## src/shared/esel_pkg.sv

```systemverilog
// Constants and types shared by the event selector design
package esel_pkg;

  localparam int          DATA_W            = 32;
  localparam int          NUM_CHANNELS      = 16;
  localparam int          SEL_W             = 6;
  localparam int          FIELDS_PER_REG    = 4;
  localparam int          FIELD_STRIDE      = 8;
  localparam int          CHAIN_FIRST       = 8;
  localparam int          CHAIN_LAST        = 11;
  localparam int          NUM_CHAIN         = 4;

  // Byte addresses of the registers
  localparam logic [31:0] ADDR_SEL_CH0_3    = 32'h01A0_FF00;
  localparam logic [31:0] ADDR_SEL_CH4_7    = 32'h01A0_FF04;
  localparam logic [31:0] ADDR_SEL_CH12_15  = 32'h01A0_FF0C;
  localparam logic [31:0] ADDR_TRIG_SEEN    = 32'h01A0_FF10;

  // Selector fields at 5:0, 13:8, 21:16, 29:24; gaps read zero
  localparam logic [31:0] SEL_FIELD_MASK    = 32'h3F3F_3F3F;
  localparam logic [31:0] RST_SEL_CH0_3     = 32'h0302_0100;
  localparam logic [31:0] RST_SEL_CH4_7     = 32'h0706_0504;
  localparam logic [31:0] RST_SEL_CH12_15   = 32'h0F0E_0D0C;
  localparam logic [15:0] RST_TRIG_SEEN     = 16'h0000;

  // Selector codes
  localparam logic [5:0]  CODE_HOST         = 6'h00;
  localparam logic [5:0]  CODE_TIMER0       = 6'h01;
  localparam logic [5:0]  CODE_TIMER1       = 6'h02;
  localparam logic [5:0]  CODE_SDRAM        = 6'h03;
  localparam logic [5:0]  CODE_GPIO4        = 6'h04;
  localparam logic [5:0]  CODE_GPIO2        = 6'h0A;
  localparam logic [5:0]  CODE_SER0_TX      = 6'h0C;
  localparam logic [5:0]  CODE_SER1_RX      = 6'h0F;
  localparam logic [5:0]  CODE_LIMIT        = 6'h10;
  // Codes 8, 9 and 11 have no source
  localparam logic [15:0] VALID_CODE_MASK   = 16'hF4FF;

  localparam logic [1:0]  RESP_OKAY         = 2'h0;
  localparam logic [1:0]  RESP_SLVERR       = 2'h2;

  typedef struct packed {
    logic host_port_to_core_event;
    logic timer0_event;
    logic timer1_event;
    logic sdram_refresh_timer_event;
    logic gpio_pin4_event;
    logic gpio_pin5_event;
    logic gpio_pin6_event;
    logic gpio_pin7_event;
    logic gpio_pin2_event;
    logic serial0_transmit_event;
    logic serial0_receive_event;
    logic serial1_transmit_event;
    logic serial1_receive_event;
  } esel_events_t;

endpackage : esel_pkg

```

## src/esel_sel_reg.sv

```systemverilog
// One selector register with byte strobes and read-zero gaps
module esel_sel_reg
  import esel_pkg::*;
#(
  parameter logic [31:0] RESET_VALUE = 32'h0000_0000
) (
  input  wire logic              aclk,
  input  wire logic              aresetn,
  input  wire logic              wr_en,
  input  wire logic [DATA_W-1:0] wdata,
  input  wire logic [3:0]        wstrb,
  output logic      [DATA_W-1:0] value
);

  always_ff @(posedge aclk) begin
    if (!aresetn) begin
      value <= RESET_VALUE & SEL_FIELD_MASK;
    end else if (wr_en) begin
      for (int b = 0; b < 4; b++) begin
        if (wstrb[b]) begin
          // Gap bits never store, so they always read zero
          value[b*8 +: 8] <= wdata[b*8 +: 8] & SEL_FIELD_MASK[b*8 +: 8];
        end
      end
    end
  end

endmodule : esel_sel_reg

```

## src/esel_event_mux.sv

```systemverilog
// Routes the event named by one selector code to one channel
module esel_event_mux
  import esel_pkg::*;
(
  input  wire logic [SEL_W-1:0]        code,
  input  wire logic [NUM_CHANNELS-1:0] events,
  output logic                         hit
);

  logic [NUM_CHANNELS-1:0] live_events;

  assign live_events = events & VALID_CODE_MASK;
  // Codes from 0x10 upward and the holes below select nothing
  assign hit = (code < CODE_LIMIT) ? live_events[code[3:0]] : 1'b0;

endmodule : esel_event_mux

```

## src/esel_top.sv

```systemverilog
// Event-to-channel selector with AXI4-Lite register access
//
// The AXI4-Lite register port was decided locally.
module esel_top
  import esel_pkg::*;
(
  input  wire logic                    aclk,
  input  wire logic                    aresetn,
  input  wire logic [31:0]             awaddr,
  input  wire logic [2:0]              awprot,
  input  wire logic                    awvalid,
  output logic                         awready,
  input  wire logic [DATA_W-1:0]       wdata,
  input  wire logic [3:0]              wstrb,
  input  wire logic                    wvalid,
  output logic                         wready,
  output logic [1:0]                   bresp,
  output logic                         bvalid,
  input  wire logic                    bready,
  input  wire logic [31:0]             araddr,
  input  wire logic [2:0]              arprot,
  input  wire logic                    arvalid,
  output logic                         arready,
  output logic [DATA_W-1:0]            rdata,
  output logic [1:0]                   rresp,
  output logic                         rvalid,
  input  wire logic                    rready,
  input  wire esel_events_t            events,
  input  wire logic [NUM_CHAIN-1:0]    chain_completion_code_8,
  output logic [NUM_CHANNELS-1:0]      channel_trigger
);

  logic [31:0]             aw_addr_q;
  logic [DATA_W-1:0]       w_data_q;
  logic [3:0]              w_strb_q;
  logic                    wr_fire;
  logic                    wr_sel0;
  logic                    wr_sel1;
  logic                    wr_sel3;
  logic                    wr_seen;
  logic [DATA_W-1:0]       sel_ch0_3;
  logic [DATA_W-1:0]       sel_ch4_7;
  logic [DATA_W-1:0]       sel_ch12_15;
  logic [DATA_W-1:0]       sel_word [FIELDS_PER_REG];
  logic [NUM_CHANNELS-1:0] event_vec;
  logic [NUM_CHANNELS-1:0] next_trigger;
  logic [NUM_CHANNELS-1:0] trigger_seen;
  logic [NUM_CHANNELS-1:0] seen_clear;
  logic [DATA_W-1:0]       next_rdata;
  logic [1:0]              next_rresp;

  function automatic logic addr_hit(input logic [31:0] a, input logic [31:0] reg_addr);
    addr_hit = (a[31:2] == reg_addr[31:2]);
  endfunction : addr_hit

  // Write channel: address and data held independently, in either order
  always_ff @(posedge aclk) begin
    if (!aresetn) begin
      awready   <= 1'b1;
      aw_addr_q <= 32'h0000_0000;
    end else if (awvalid && awready) begin
      awready   <= 1'b0;
      aw_addr_q <= awaddr;
    end else if (wr_fire) begin
      awready   <= 1'b1;
    end
  end

  always_ff @(posedge aclk) begin
    if (!aresetn) begin
      wready   <= 1'b1;
      w_data_q <= 32'h0000_0000;
      w_strb_q <= 4'h0;
    end else if (wvalid && wready) begin
      wready   <= 1'b0;
      w_data_q <= wdata;
      w_strb_q <= wstrb;
    end else if (wr_fire) begin
      wready   <= 1'b1;
    end
  end

  // Commit once both halves are held and the previous response is gone
  assign wr_fire = !awready && !wready && !bvalid;
  assign wr_sel0 = wr_fire && addr_hit(aw_addr_q, ADDR_SEL_CH0_3);
  assign wr_sel1 = wr_fire && addr_hit(aw_addr_q, ADDR_SEL_CH4_7);
  assign wr_sel3 = wr_fire && addr_hit(aw_addr_q, ADDR_SEL_CH12_15);
  assign wr_seen = wr_fire && addr_hit(aw_addr_q, ADDR_TRIG_SEEN);

  always_ff @(posedge aclk) begin
    if (!aresetn) begin
      bvalid <= 1'b0;
      bresp  <= RESP_OKAY;
    end else if (wr_fire) begin
      bvalid <= 1'b1;
      bresp  <= (wr_sel0 || wr_sel1 || wr_sel3 || wr_seen) ? RESP_OKAY : RESP_SLVERR;
    end else if (bvalid && bready) begin
      bvalid <= 1'b0;
    end
  end

  esel_sel_reg #(
    .RESET_VALUE (RST_SEL_CH0_3)
  ) u_sel_ch0_3 (
    .aclk    (aclk),
    .aresetn (aresetn),
    .wr_en   (wr_sel0),
    .wdata   (w_data_q),
    .wstrb   (w_strb_q),
    .value   (sel_ch0_3)
  );

  esel_sel_reg #(
    .RESET_VALUE (RST_SEL_CH4_7)
  ) u_sel_ch4_7 (
    .aclk    (aclk),
    .aresetn (aresetn),
    .wr_en   (wr_sel1),
    .wdata   (w_data_q),
    .wstrb   (w_strb_q),
    .value   (sel_ch4_7)
  );

  esel_sel_reg #(
    .RESET_VALUE (RST_SEL_CH12_15)
  ) u_sel_ch12_15 (
    .aclk    (aclk),
    .aresetn (aresetn),
    .wr_en   (wr_sel3),
    .wdata   (w_data_q),
    .wstrb   (w_strb_q),
    .value   (sel_ch12_15)
  );

  // Word 2 would cover the chaining channels; it has no storage
  assign sel_word[0] = sel_ch0_3;
  assign sel_word[1] = sel_ch4_7;
  assign sel_word[2] = 32'h0000_0000;
  assign sel_word[3] = sel_ch12_15;

  // Event vector indexed by selector code
  assign event_vec = {
    events.serial1_receive_event,
    events.serial1_transmit_event,
    events.serial0_receive_event,
    events.serial0_transmit_event,
    1'b0,
    events.gpio_pin2_event,
    1'b0,
    1'b0,
    events.gpio_pin7_event,
    events.gpio_pin6_event,
    events.gpio_pin5_event,
    events.gpio_pin4_event,
    events.sdram_refresh_timer_event,
    events.timer1_event,
    events.timer0_event,
    events.host_port_to_core_event
  };

  // One router per channel; chaining channels bypass the selector
  for (genvar ch = 0; ch < NUM_CHANNELS; ch++) begin : g_chan
    if (ch >= CHAIN_FIRST && ch <= CHAIN_LAST) begin : g_chain
      assign next_trigger[ch] = chain_completion_code_8[ch - CHAIN_FIRST];
    end else begin : g_route
      esel_event_mux u_mux (
        .code   (sel_word[ch / FIELDS_PER_REG][(ch % FIELDS_PER_REG) * FIELD_STRIDE +: SEL_W]),
        .events (event_vec),
        .hit    (next_trigger[ch])
      );
    end
  end

  always_ff @(posedge aclk) begin
    if (!aresetn) begin
      channel_trigger <= 16'h0000;
    end else begin
      channel_trigger <= next_trigger;
    end
  end

  // Sticky record of triggers; a new trigger beats a same-cycle clear
  assign seen_clear = wr_seen ? w_data_q[NUM_CHANNELS-1:0] : 16'h0000;

  always_ff @(posedge aclk) begin
    if (!aresetn) begin
      trigger_seen <= RST_TRIG_SEEN;
    end else begin
      trigger_seen <= (trigger_seen & ~seen_clear) | channel_trigger;
    end
  end

  // Read channel
  always_comb begin
    next_rdata = 32'h0000_0000;
    next_rresp = RESP_OKAY;
    if (addr_hit(araddr, ADDR_SEL_CH0_3)) begin
      next_rdata = sel_ch0_3;
    end else if (addr_hit(araddr, ADDR_SEL_CH4_7)) begin
      next_rdata = sel_ch4_7;
    end else if (addr_hit(araddr, ADDR_SEL_CH12_15)) begin
      next_rdata = sel_ch12_15;
    end else if (addr_hit(araddr, ADDR_TRIG_SEEN)) begin
      next_rdata = {16'h0000, trigger_seen};
    end else begin
      next_rresp = RESP_SLVERR;
    end
  end

  always_ff @(posedge aclk) begin
    if (!aresetn) begin
      arready <= 1'b1;
      rvalid  <= 1'b0;
      rdata   <= 32'h0000_0000;
      rresp   <= RESP_OKAY;
    end else if (arvalid && arready) begin
      arready <= 1'b0;
      rvalid  <= 1'b1;
      rdata   <= next_rdata;
      rresp   <= next_rresp;
    end else if (rvalid && rready) begin
      arready <= 1'b1;
      rvalid  <= 1'b0;
    end
  end

endmodule : esel_top

```

## config.mk

```make
export PLATFORM = sky130hd
export DESIGN_NAME = esel_top
export DESIGN_NICKNAME = d
export VERILOG_FILES = /design/src/shared/esel_pkg.sv /design/src/esel_sel_reg.sv /design/src/esel_event_mux.sv /design/src/esel_top.sv
export SDC_FILE = /design/constraint.sdc
export NUM_CORES = 1
export LEC_CHECK = 0
export ABC_AREA = 1
export BUFFER_PORTS_ARGS = -buffer_cell sky130_fd_sc_hd__buf_2
export CORE_ASPECT_RATIO = 1.1
export CORE_MARGIN = 4
export CORE_UTILIZATION = 50
export CTS_CLUSTER_SIZE = 40
export DETAILED_ROUTE_END_ITERATION = 10
export GPL_ROUTABILITY_DRIVEN = 0
export PLACE_DENSITY = 0.7
export SLEW_MARGIN = 10
export SYNTH_ARGS = -nofsm -noshare
export SYNTH_HDL_FRONTEND = slang
export SYNTH_HIERARCHICAL = 1
export SYNTH_SLANG_ARGS = --single-unit
```

## constraint.sdc

```tcl
create_clock -name aclk -period 3.67 [get_ports aclk]
set_clock_uncertainty 0.1 [all_clocks]
set_input_delay 0.1835 -clock aclk [delete_from_list [all_inputs] [get_ports aclk]]
set_output_delay 0.1835 -clock aclk [all_outputs]
set_load 0.1 [all_outputs]
```

# == Word-level counts from Yosys, hierarchy flattened ==
# Cells that the tools add are included.
# classes
n_eq_ne,8
n_reduce_logical,45
bitwise,3
n_mux,43
n_lt_le_gt_ge,24
# op_table
op,count
$eq A30 B23 Y1 const B,8
$mux W30,3
$lt A6 B5 Y1 const B,12
$lt A4 B5 Y1 const B,12
$bmux W1 S4,12
$reduce_and A2 Y1,24
$mux W16,2
$mux W1,21
$and A16 B16 Y16,1
$not A16 Y16,1
$or A16 B16 Y16,1
$logic_and A1 B1 Y1,11
$mux W2,5
$reduce_bool A2 Y1,4
$logic_not A1 Y1,3
$logic_or A1 B1 Y1,3
# totals
out_inout_bits,57
reg_bits,211
elab_cells,160

# == Depth between registers and ports, before layout ==
# Gate-level depths: netlist of the first run.
# logic_depth
ltp_word,8
mapped_depth,14
ltp_nobuf,12

# == By module ==
# The synthesis of the first run kept the hierarchy.
# by_module_without_submodules
mod,cells_each,n_inst,seq_area_each_um2,area_each_um2
esel_top,863,1,2742.6,6069.6
esel_event_mux,39,12,0.0,168.9
esel_sel_reg at u_sel_ch0_3,155,1,480.5,1094.8
esel_sel_reg at u_sel_ch12_15,137,1,480.5,1021.0
esel_sel_reg at u_sel_ch4_7,145,1,480.5,1007.2

# == Worst setup path after synthesis of the first run ==
# OpenSTA, ideal clock, no wires.
# synth_timing
kind,register to register
startpoint,register wready
endpoint,register u_sel_ch4_7.value[16]
stages_incl_launch_ff,8
path_slack_ns,1.397
path_buffers,1
arrival_time_ns,2.060
synth_period_minus_slack_ns,2.273
setup_ns,0.113
cell_sequence,dfxtp_1 > nor3_1 > inv_1 > nor4_1 > buf_4 > nand2_4 > nor2_1 > nor2_1
# synth_via
elab_chain_len,5
# synth_lines
element,line,source
"start, declared",esel_top.sv:16,"output logic wready,"
"start signal, assigned",esel_top.sv:71,wready <= 1'b1;
"start signal, assigned",esel_top.sv:75,wready <= 1'b0;
"start signal, assigned",esel_top.sv:79,wready <= 1'b1;
$logic_not A1 Y1,esel_top.sv:84,assign wr_fire = !awready && !wready && !bvalid;
$logic_and A1 B1 Y1 (2 in series),esel_top.sv:84,
$logic_and A1 B1 Y1,esel_top.sv:86,"assign wr_sel1 = wr_fire && addr_hit(aw_addr_q, ADDR_SEL_CH4_7);"
net wr_sel1,esel_top.sv:38,logic wr_sel1;
$reduce_and A2 Y1 (no line),--,
"end signal, assigned",esel_sel_reg.sv:17,value <= RESET_VALUE & SEL_FIELD_MASK;
"end signal, assigned by index",esel_sel_reg.sv:22,value[b*8 +: 8] <= wdata[b*8 +: 8] & SEL_FIELD_MASK[b*8 +: 8];
"end, declared",esel_sel_reg.sv:12,output logic [DATA_W-1:0] value
# The timed path passes the listed nets, and every way through them passes these cells.
# A chain may end at the register's enable or synchronous reset.

# == Worst setup path after layout of the first run ==
# layout_timing
startpoint,register aw_addr_q[15]
endpoint,register u_sel_ch4_7.value[11]
# layout_via
elab_chain_len,3
# layout_lines
element,line,source
"start, declared",esel_top.sv:33,logic [31:0] aw_addr_q;
"start signal, assigned",esel_top.sv:63,aw_addr_q <= awaddr;
$eq A30 B23 Y1,esel_top.sv:53,addr_hit = (a[31:2] == reg_addr[31:2]);
$logic_and A1 B1 Y1,esel_top.sv:86,
net wr_sel1,esel_top.sv:38,
$reduce_and A2 Y1 (no line),--,
# The timed path passes the listed nets, and every way through them passes these cells.

==> results of run 1 <==
[power by group through the flow]
stage / registers (uW) / logic (uW) / clock network (uW)
6_report: 2390 / 599 / 2330
5_1_grt: 2410 / 664 / 2480
4_1_cts: 2390 / 589 / 2370
3_5_place_dp: 2440 / 528 / 0
3_3_place_gp: 2440 / 520 / 0
2_1_floorplan: 2520 / 278 / 0
[path summary, 6_finish.rpt]
| kind | start | end |
|---|---|---|
| max | aw_addr_q[15] | u_sel_ch4_7/value[11] |
| min | araddr[5] | rresp[1] |
| max reg2reg | aw_addr_q[15] | u_sel_ch4_7/value[11] |
| min reg2reg | channel_trigger[10] | trigger_seen[10] |
[layout make-up]
| type | instances | share of cell area (%) |
|---|---|---|
| inverters | 239 | 6.69 |
| clock inverters | 6 | 0.653 |
| flip-flops and latches | 205 | 30.6 |
| multi-input cells | 1240 | 41.9 |
| well taps | 290 | 2.70 |
| repair buffers | 254 | 12.4 |
| clock buffers | 35 | 5.07 |
[worst max-delay path, stage by stage (launching register included)]
cell     delay (ns)
dfxtp_1        0.34
inv_1          0.06
or2_2          0.26
nor3_1         0.26
nand2_1        0.09
nor2_1         0.22
inv_1          0.12
nor4_2         0.44
nand2_1        0.36
nand2_1        0.14
nand2_1        0.06
nor2_1         0.11
[layout by cell type (no fill, tap or decap), types with 9 or more instances in the layout]
master / instances
nand2_1: 444
a21oi_2: 22
nand2_4: 10
clkbuf_16: 23
inv_2: 17
inv_1: 219
dfxtp_1: 205
o21ai_0: 79
nand3_1: 248
or2_2: 13
conb_1: 26
nand2_2: 37
buf_4: 12
buf_2: 169
nor2_1: 244
nor3_1: 9
nand4_1: 25
a21oi_1: 64
dlygate4sd3_1: 73
[registers in the layout (all words and copies together) (netlist names)]
name / cells
wready: 1
aw_addr_q: 30
trigger_seen: 16
u_sel_ch12_15/value: 24
rvalid: 1
u_sel_ch0_3/value: 24
awready: 1
rdata: 32
bresp: 1
rresp: 1
w_strb_q: 4
w_data_q: 28
arready: 1
u_sel_ch4_7/value: 24
channel_trigger: 16
bvalid: 1
[metrics by stage]
| step | util (%) | cells | instance area, sq um |
|---|---|---|---|
| floorplan | - | 1774 | 11200 |
| global placement | 55.2 | 2155 | 11900 |
| detailed placement | 55.2 | 2155 | 11900 |
| CTS | 62.2 | 2269 | 13400 |
| global route | 62.2 | 2269 | 13400 |
| finish | 62.2 | 2269 | 13400 |
[routing by layer]
layer  vias to the layer above  routed length [um]  track usage (%)
met5                         -                   0                0
met4                         0                 566             6.03
met3                        55                2890             3.67
met2                       482               14400             42.4
met1                      5137               14600             36.5
li1                       5847                   -                -
==> results.md, run 1 <==
* Setup TNS at 0 ns
* Crit share post-route at 71.8%
* Maximum Capacitance Violations at 0
* Critical Path AT at 2.97 ns
* Hold Crit Class: input pin to register
* Flop2flop setup slack at 1.04 ns
* Cell area after synthesis at 11100 sq um
* Clock Pin Slew Worst Setup and Hold Paths at 0.06 ns
* Multi-input combinational cell area at 5620 sq um
* Pint at 3930 uW
* Combinational Power Share at 11.3%
* Detailed placement HPWL at 21.6 mm
* CTS Buf Count at 23
* Total track usage at 26.0%
* Initial DRC Count at 1118
* P&R area growth vs syn at 21.0%
* Site Rows at 56
* Fill count at 2059
* Routed WL at 32.5 mm
* Net Sw Power at 1390 uW
* Congestion Overflow GR at 0
* TritonCTS clock tree: done
* DR pass1 iterations at 6
* Final setup vio count at 0
* FMAX at 380 MHz
* First-pass GRT wire length at 52.4 mm
* Largest net degree at the start of global routing at 90
* Kind of critical path: register to register
* Vias in the first global route at 10400
* Worst vdd ir at 340 uV
* CP max FO at 10
* Syn Inst Count at 1752
* Final net count at 2093
* Clk_lat worst skew at 0.51 ns
* Port bufs at 170
* Slew @ Worst Pin at 0.937 ns
* Worst EP required at 4.01 ns
* Clk buf depth at 3
* Seq pwr share at 45.0%
* Hold WS at 0.0587 ns
* Vias post-DR at 11500
* Initial Utilization at 51.4%
* Slew Viols, Final at 0
* Drt drc at 0
* Final setup margin at 1.04 ns
* Final Hold Viols at 0
* Sw frac at 26.1%
* Post-CTS Resized at 0
* Io pins at 187
* Die Area at 24600 sq um
* Register area at 4100 sq um
* Via density at 5.08
* Die height at 164 um
* Pleak at 0.00692 uW
* Initial antenna violation count at 0
* # hold bufs at CTS at 73
* Setup Fix Bufs, Post-CTS at 0
* Sink Count at 205
* Unrepaired setup endpoints after global routing: no
* Root Buffer: clkbuf_16
* Die Wd at 150 um
* Pwr dens at 397 nW/um^2
* FF-to-FF path depth at 11
* Layout cells sized above 1 at 16.6%
* Routed len/inst at 14.3 um
* Startpoint types: register
* Hold Path Depth at 5
* Syn avg cell area at 6.33 sq um
* Synth warnings at 6
* Status: finished clean
* Total core area at 21600 sq um
* # H-tree levels at 1
* Antenna Cells at 0
* Total Power at 5320 uW
* Pre-CTS WS at 1.09 ns
* Clock share of power at 43.7%
* Worst rel slew slack at 37.2%
* CP endpoint kind: register
* Antenna viol nets, final at 0
* Min cycle time layout at 2.63 ns
No activity file was read; power rests on OpenSTA's default activity.
==> inputs of run 2 (changes only) <==
==> constraint.sdc (replaced) <==
create_clock -name aclk -period 2.43 [get_ports aclk]
set_clock_uncertainty 0.1 [all_clocks]
set_input_delay 0.1215 -clock aclk [delete_from_list [all_inputs] [get_ports aclk]]
set_output_delay 0.1215 -clock aclk [all_outputs]
set_load 0.1 [all_outputs]
==> run 2 against run 1 <==
Against the previous run: worst hold slack got worse by 0.011 ns; core utilization increased by 0.70 points; clock power increased by 50%; clock-buffer cell count decreased by 1; register-to-register slack got worse by 0.85 ns; design area increased by 1.1%; global-route usage about the same; sequential share of layout area decreased by 0.34 points; largest power group unchanged; critical path depth increased by 1; via count increased by 0.70%; combinational power increased by 51%.
==> results.md, run 2 (synthesis gave the netlist of run 1 again) <==
* Status: finished clean
* Post-DP Area at 12100 sq um
* Kind of critical path: register to register
* Root Buffer: clkbuf_16
* Crit share post-route at 92.3%
* Clk_lat worst skew at 0.51 ns
* Die height at 164 um
* CP endpoint kind: register
* Site Rows at 56
* FF-to-FF path depth at 12
* Io pins at 187
* Via density at 5.09
* Hold Crit Class: input pin to register
* Hold path endpoint: rresp[1]
* Port bufs at 170
* Congestion Overflow GR at 0
* Min cycle time layout at 2.24 ns
* Initial antenna violation count at 0
* Total Power at 8030 uW
* Final setup vio count at 0
* Vias in the first global route at 10500
* Sink Count at 205
* Clk buf depth at 3
* FMAX at 446 MHz
* Worst rel slew slack at 57.5%
* Layout cells sized above 1 at 17.2%
* Post-route design area at 13600 sq um
* Detailed placement HPWL at 21.9 mm
* Dpl cells at 2167
* Die Wd at 150 um
* Initial DRC Count at 987
* Pleak at 0.00701 uW
* Slew Viols, Final at 0
* Worst EP required at 2.78 ns
* Most flops, register: rdata
* Hold Path Depth at 6
* Critical Path AT at 2.59 ns
* DR pass1 iterations at 6
* Largest net degree at the start of global routing at 153
* HP Start: araddr[8]
* Initial Utilization at 51.4%
* Max reg flops at 32
* CP max FO at 10
* Worst r2r src: aw_addr_q[15]
* # H-tree levels at 1
* Most frequent cells in the layout: nand2_1 (443), nand3_1 (248), nor2_1 (243), inv_1 (219), dfxtp_1 (205)
* Final Hold Viols at 0
* Antenna viol nets, final at 0
* Leading cell type in the layout, fill and taps excluded: nand2_1
* Vias post-DR at 11600
* Drt drc at 0
* TritonCTS clock tree: done
* Slew @ Worst Pin at 0.638 ns
* Total track usage at 26.0%
* Worst vdd ir at 476 uV
* Antenna Cells at 0
* Maximum Capacitance Violations at 0
* Pwr dens at 592 nW/um^2
* Routed len/inst at 14.3 um
* P&R area growth vs syn at 22.4%
* Total core area at 21600 sq um
* Setup Fix Bufs, Post-CTS at 0
* Flop2flop setup slack at 0.19 ns
* Final net count at 2103
* Startpoint types: register
* Die Area at 24600 sq um
* Clock Pin Slew Worst Setup and Hold Paths at 0.06 ns
* Biggest regs: rdata (32), aw_addr_q (30), w_data_q (28)
* First-pass GRT wire length at 52.4 mm
* CTS Buf Count at 22
* Routed WL at 32.7 mm
* Reg2reg end: u_sel_ch4_7/value[9]
* Non-filler instance count after layout at 2279
[run 2: critical path, cell delays in order (launching register included)]
cell and delay [ns]:
dfxtp_1 0.33, inv_1 0.06, or2_2 0.27, nor3_1 0.23, nand2_1 0.10, nor2_2 0.16, inv_1 0.11, nor4_2 0.14
buf_4 0.19, nand2_1 0.21, nand2_1 0.13, nand2_1 0.05, nor2_1 0.09
[run 2: final cells by class]
cell class	instances	area, sq um
sequential	205	4100
tap	290	363
clock buffer	34	677
timing repair buffer	265	1810
multi-input combinational	1240	5630
inverter	239	897
fill	2052	8010
clock inverter	6	86.3
[run 2: timing repair]
action                                  4_1_cts  5_1_grt
endpoints found under the setup margin        0       33
hold endpoints to repair                     72        0
hold buffers                                 72        0
resized for setup                             0        3
[run 2: per-layer routing]
layer	GRT usage (%)	share of wire, %
met4	7.95	2.1
met1	36.4	45
met2	41.8	44
met3	3.48	8.9
met5	0	0
[run 2: power by group]
group | switching (uW) | total [uW] | leakage, uW | internal [uW]
logic | 599 | 907 | 0.00496 | 308
clock network | 1370 | 3500 | 0.000373 | 2130
registers | 132 | 3620 | 0.00168 | 3490
total | 2100 | 8030 | 0.00701 | 5930
[run 2: worst max path at each step]
stage | slack [ns] | to | cells past startpoint | from
3_3_place_gp | 0.23 | u_sel_ch4_7/value[4] | 12 | aw_addr_q[15]
2_1_floorplan | 0.16 | u_sel_ch4_7/value[16] | 7 | wready
4_1_cts | 0.11 | u_sel_ch12_15/value[28] | 12 | aw_addr_q[15]
3_5_place_dp | 0.12 | u_sel_ch12_15/value[1] | 12 | aw_addr_q[15]
5_1_grt | -0.02 | u_sel_ch4_7/value[12] | 12 | aw_addr_q[15]
6_report | 0.19 | u_sel_ch4_7/value[9] | 12 | aw_addr_q[15]
[run 2: metrics by stage]
stage          TNS (ns)  util [%]  hold WS, ns  worst slack [ns]
3_5_place_dp          0      55.9        0.208             0.121
3_3_place_gp          0      55.9        0.200             0.233
4_1_cts               0      62.8       0.0391             0.113
5_1_grt         -0.0297      62.9       0.0943           -0.0246
2_1_floorplan         0         -        0.119             0.157
6_report              0      62.9       0.0472             0.188
==> inputs of run 3 (changes only) <==
--- a/config.mk
+++ b/config.mk
@@ -7,13 +7,15 @@
 export LEC_CHECK = 0
 export ABC_AREA = 1
 export BUFFER_PORTS_ARGS = -buffer_cell sky130_fd_sc_hd__buf_2
+export CELL_PAD_IN_SITES_DETAIL_PLACEMENT = 0
+export CELL_PAD_IN_SITES_GLOBAL_PLACEMENT = 1
 export CORE_ASPECT_RATIO = 1.1
 export CORE_MARGIN = 4
-export CORE_UTILIZATION = 50
+export CORE_UTILIZATION = 40
 export CTS_CLUSTER_SIZE = 40
 export DETAILED_ROUTE_END_ITERATION = 10
 export GPL_ROUTABILITY_DRIVEN = 0
-export PLACE_DENSITY = 0.7
+export PLACE_DENSITY = 0.79
 export SLEW_MARGIN = 10
 export SYNTH_ARGS = -nofsm -noshare
 export SYNTH_HDL_FRONTEND = slang
==> run 3 against run 2 <==
Against the previous run: clock-buffer cell count increased by 2; flip-flop and latch count did not move; global-route usage decreased by 3.7 points; sequential share of layout area fell by 1.3 points; non-clock buffer count rose by 51; critical endpoint is now u_sel_ch4_7/value[16]; largest cell class unchanged; highest routed layer unchanged.
==> results.md, run 3 (synthesis gave the netlist of run 1 again) <==
* Clock Pin Slew Worst Setup and Hold Paths at 0.06 ns
* Critical path cell sequence: inv_1, or2_2, nor3_2, nand2_1, nor2_2, inv_1, nor4_2, buf_4, buf_4, nand2_4, nand2_1, nand2_1, nor2_1
* TritonCTS clock tree: done
* Leading cell type in the layout, fill and taps excluded: nand2_1
* Initial antenna violation count at 0
* Biggest regs: rdata (32), aw_addr_q (30), w_data_q (28)
* Worst EP required at 2.78 ns
* Final setup vio count at 0
* Final Hold Viols at 0
* Clk buf depth at 3
* Clk_lat worst skew at 0.52 ns
* Most flops, register: rdata
* CP endpoint kind: register
* Die Wd at 167 um
* Maximum Capacitance Violations at 0
* Layout cells sized above 1 at 16.9%
* Min cycle time layout at 2.19 ns
* Fill count at 2774
* Die height at 183 um
* Die Area at 30500 sq um
* First-pass GRT wire length at 56.3 mm
* Most frequent cells in the layout: nand2_1 (442), nand3_1 (248), nor2_1 (243), inv_1 (219), dfxtp_1 (205)
* Most used cell, CP: nand2_1
* Hold WS at 0.0262 ns
* Via density at 4.86
* Kind of critical path: register to register
* Pwr dens at 580 nW/um^2
* Setup TNS at 0 ns
* Multi-input combinational cell area at 5650 sq um
* Io pins at 187
* Slew Viols, Final at 0
* Unrepaired setup endpoints after global routing: no
* # H-tree levels at 1
* Worst rel slew slack at 60.5%
* Max reg flops at 32
* CTS Buf Count at 23
* Slew @ Worst Pin at 0.593 ns
* Site Rows at 63
* Initial DRC Count at 820
* Largest net degree at the start of global routing at 65
* Startpoint types: register
* Post-route design area at 14200 sq um
* CP peak stage delay at 0.32 ns
* Hold Crit Class: input pin to register
* Total core area at 27100 sq um
* CP max FO at 10
* Antenna viol nets, final at 0
* Critical Path AT at 2.54 ns
* DR pass1 iterations at 5
* FMAX at 457 MHz
* Routed len/inst at 14.7 um
* Vias post-DR at 11700
* Crit-path slowest cell: dfxtp_1
* Congestion Overflow GR at 0
* Pleak at 0.00721 uW
* Detailed placement HPWL at 23.7 mm
* Sink Count at 205
* Drt drc at 0
* Worst vdd ir at 417 uV
* Final net count at 2155
* Status: finished clean
* Antenna Cells at 0
* Post-DP Area at 12200 sq um
* P&R area growth vs syn at 27.8%
* Root Buffer: clkbuf_16
* Total track usage at 22.3%
* Routed WL at 35.3 mm
* Initial Utilization at 40.9%
* Crit share post-route at 90.0%
* Port bufs at 170
* Vias in the first global route at 10800
* Register area at 4100 sq um
run 3: cell types whose count changed in the layout (fill, tap and decap cells not counted), sizes merged:
| cell | previous run | this run |
|---|---|---|
| buf | 193 | 196 |
| bufinv | 2 | 3 |
| clkbuf | 34 | 36 |
| clkinv | 6 | 5 |
| clkinvlp | 1 | 0 |
| dlygate4sd3 | 72 | 120 |
| inv | 236 | 237 |
run 3: path summary, 6_finish.rpt:
check / start / to / slack (ns) / depth (start not counted)
max reg2reg: aw_addr_q[15] / u_sel_ch4_7/value[16] / 0.24 / 13
min: aresetn / aw_addr_q[8] / 0.03 / 3
max: aw_addr_q[15] / u_sel_ch4_7/value[16] / 0.24 / 13
min reg2reg: channel_trigger[10] / trigger_seen[10] / 0.35 / 2
run 3: metal layers:
metal,vias up,global-route usage [%],wire (um)
li1,5980,-,-
met1,5303,31.0,16500
met2,349,37.4,16100
met3,34,2.99,2160
met4,0,4.71,599
met5,-,0,0
run 3: what timing repair did:
item | CTS | global route
setup endpoints to repair | 0 | 48
hold buffers | 120 | 0
setup buffers | 0 | 1
gates resized for setup | 0 | 7
endpoints found under the hold margin | 79 | 0
run 3: through the flow:
stage | instances | worst slack [ns] | utilization (%) | power [uW]
finish | 2399 | 0.244 | 52.2 | 8210
global route | 2399 | 0.0198 | 52.2 | 8550
CTS | 2397 | 0.0968 | 52.1 | 8290
detailed placement | 2235 | 0.104 | 44.8 | 4520
global placement | 2235 | 0.173 | 44.8 | 4500
floorplan | 1774 | 0.157 | - | 4230
run 3: layout make-up:
type | count | area share (%)
clock inverter | 6 | 0.768
sequential | 205 | 29.0
tap | 357 | 3.15
clock buffer | 36 | 4.69
inverter | 239 | 6.33
timing repair buffer | 316 | 16.2
multi-input combinational | 1240 | 39.8
run 3: critical path: cells and delay by family, from the launching register on:
kind	cells	cell delay [ns]
flip-flops	1	0.32
buffers and inverters	4	0.52
AND/OR/NAND/NOR	9	1.18
run 3: power breakdown:
part | switching (uW) | total [uW] | internal (uW) | leakage, uW
Combinational | 618 | 997 | 380 | 0.00516
Sequential | 133 | 3620 | 3490 | 0.00168
Clock | 1400 | 3590 | 2190 | 0.000378
Total | 2150 | 8210 | 6060 | 0.00721
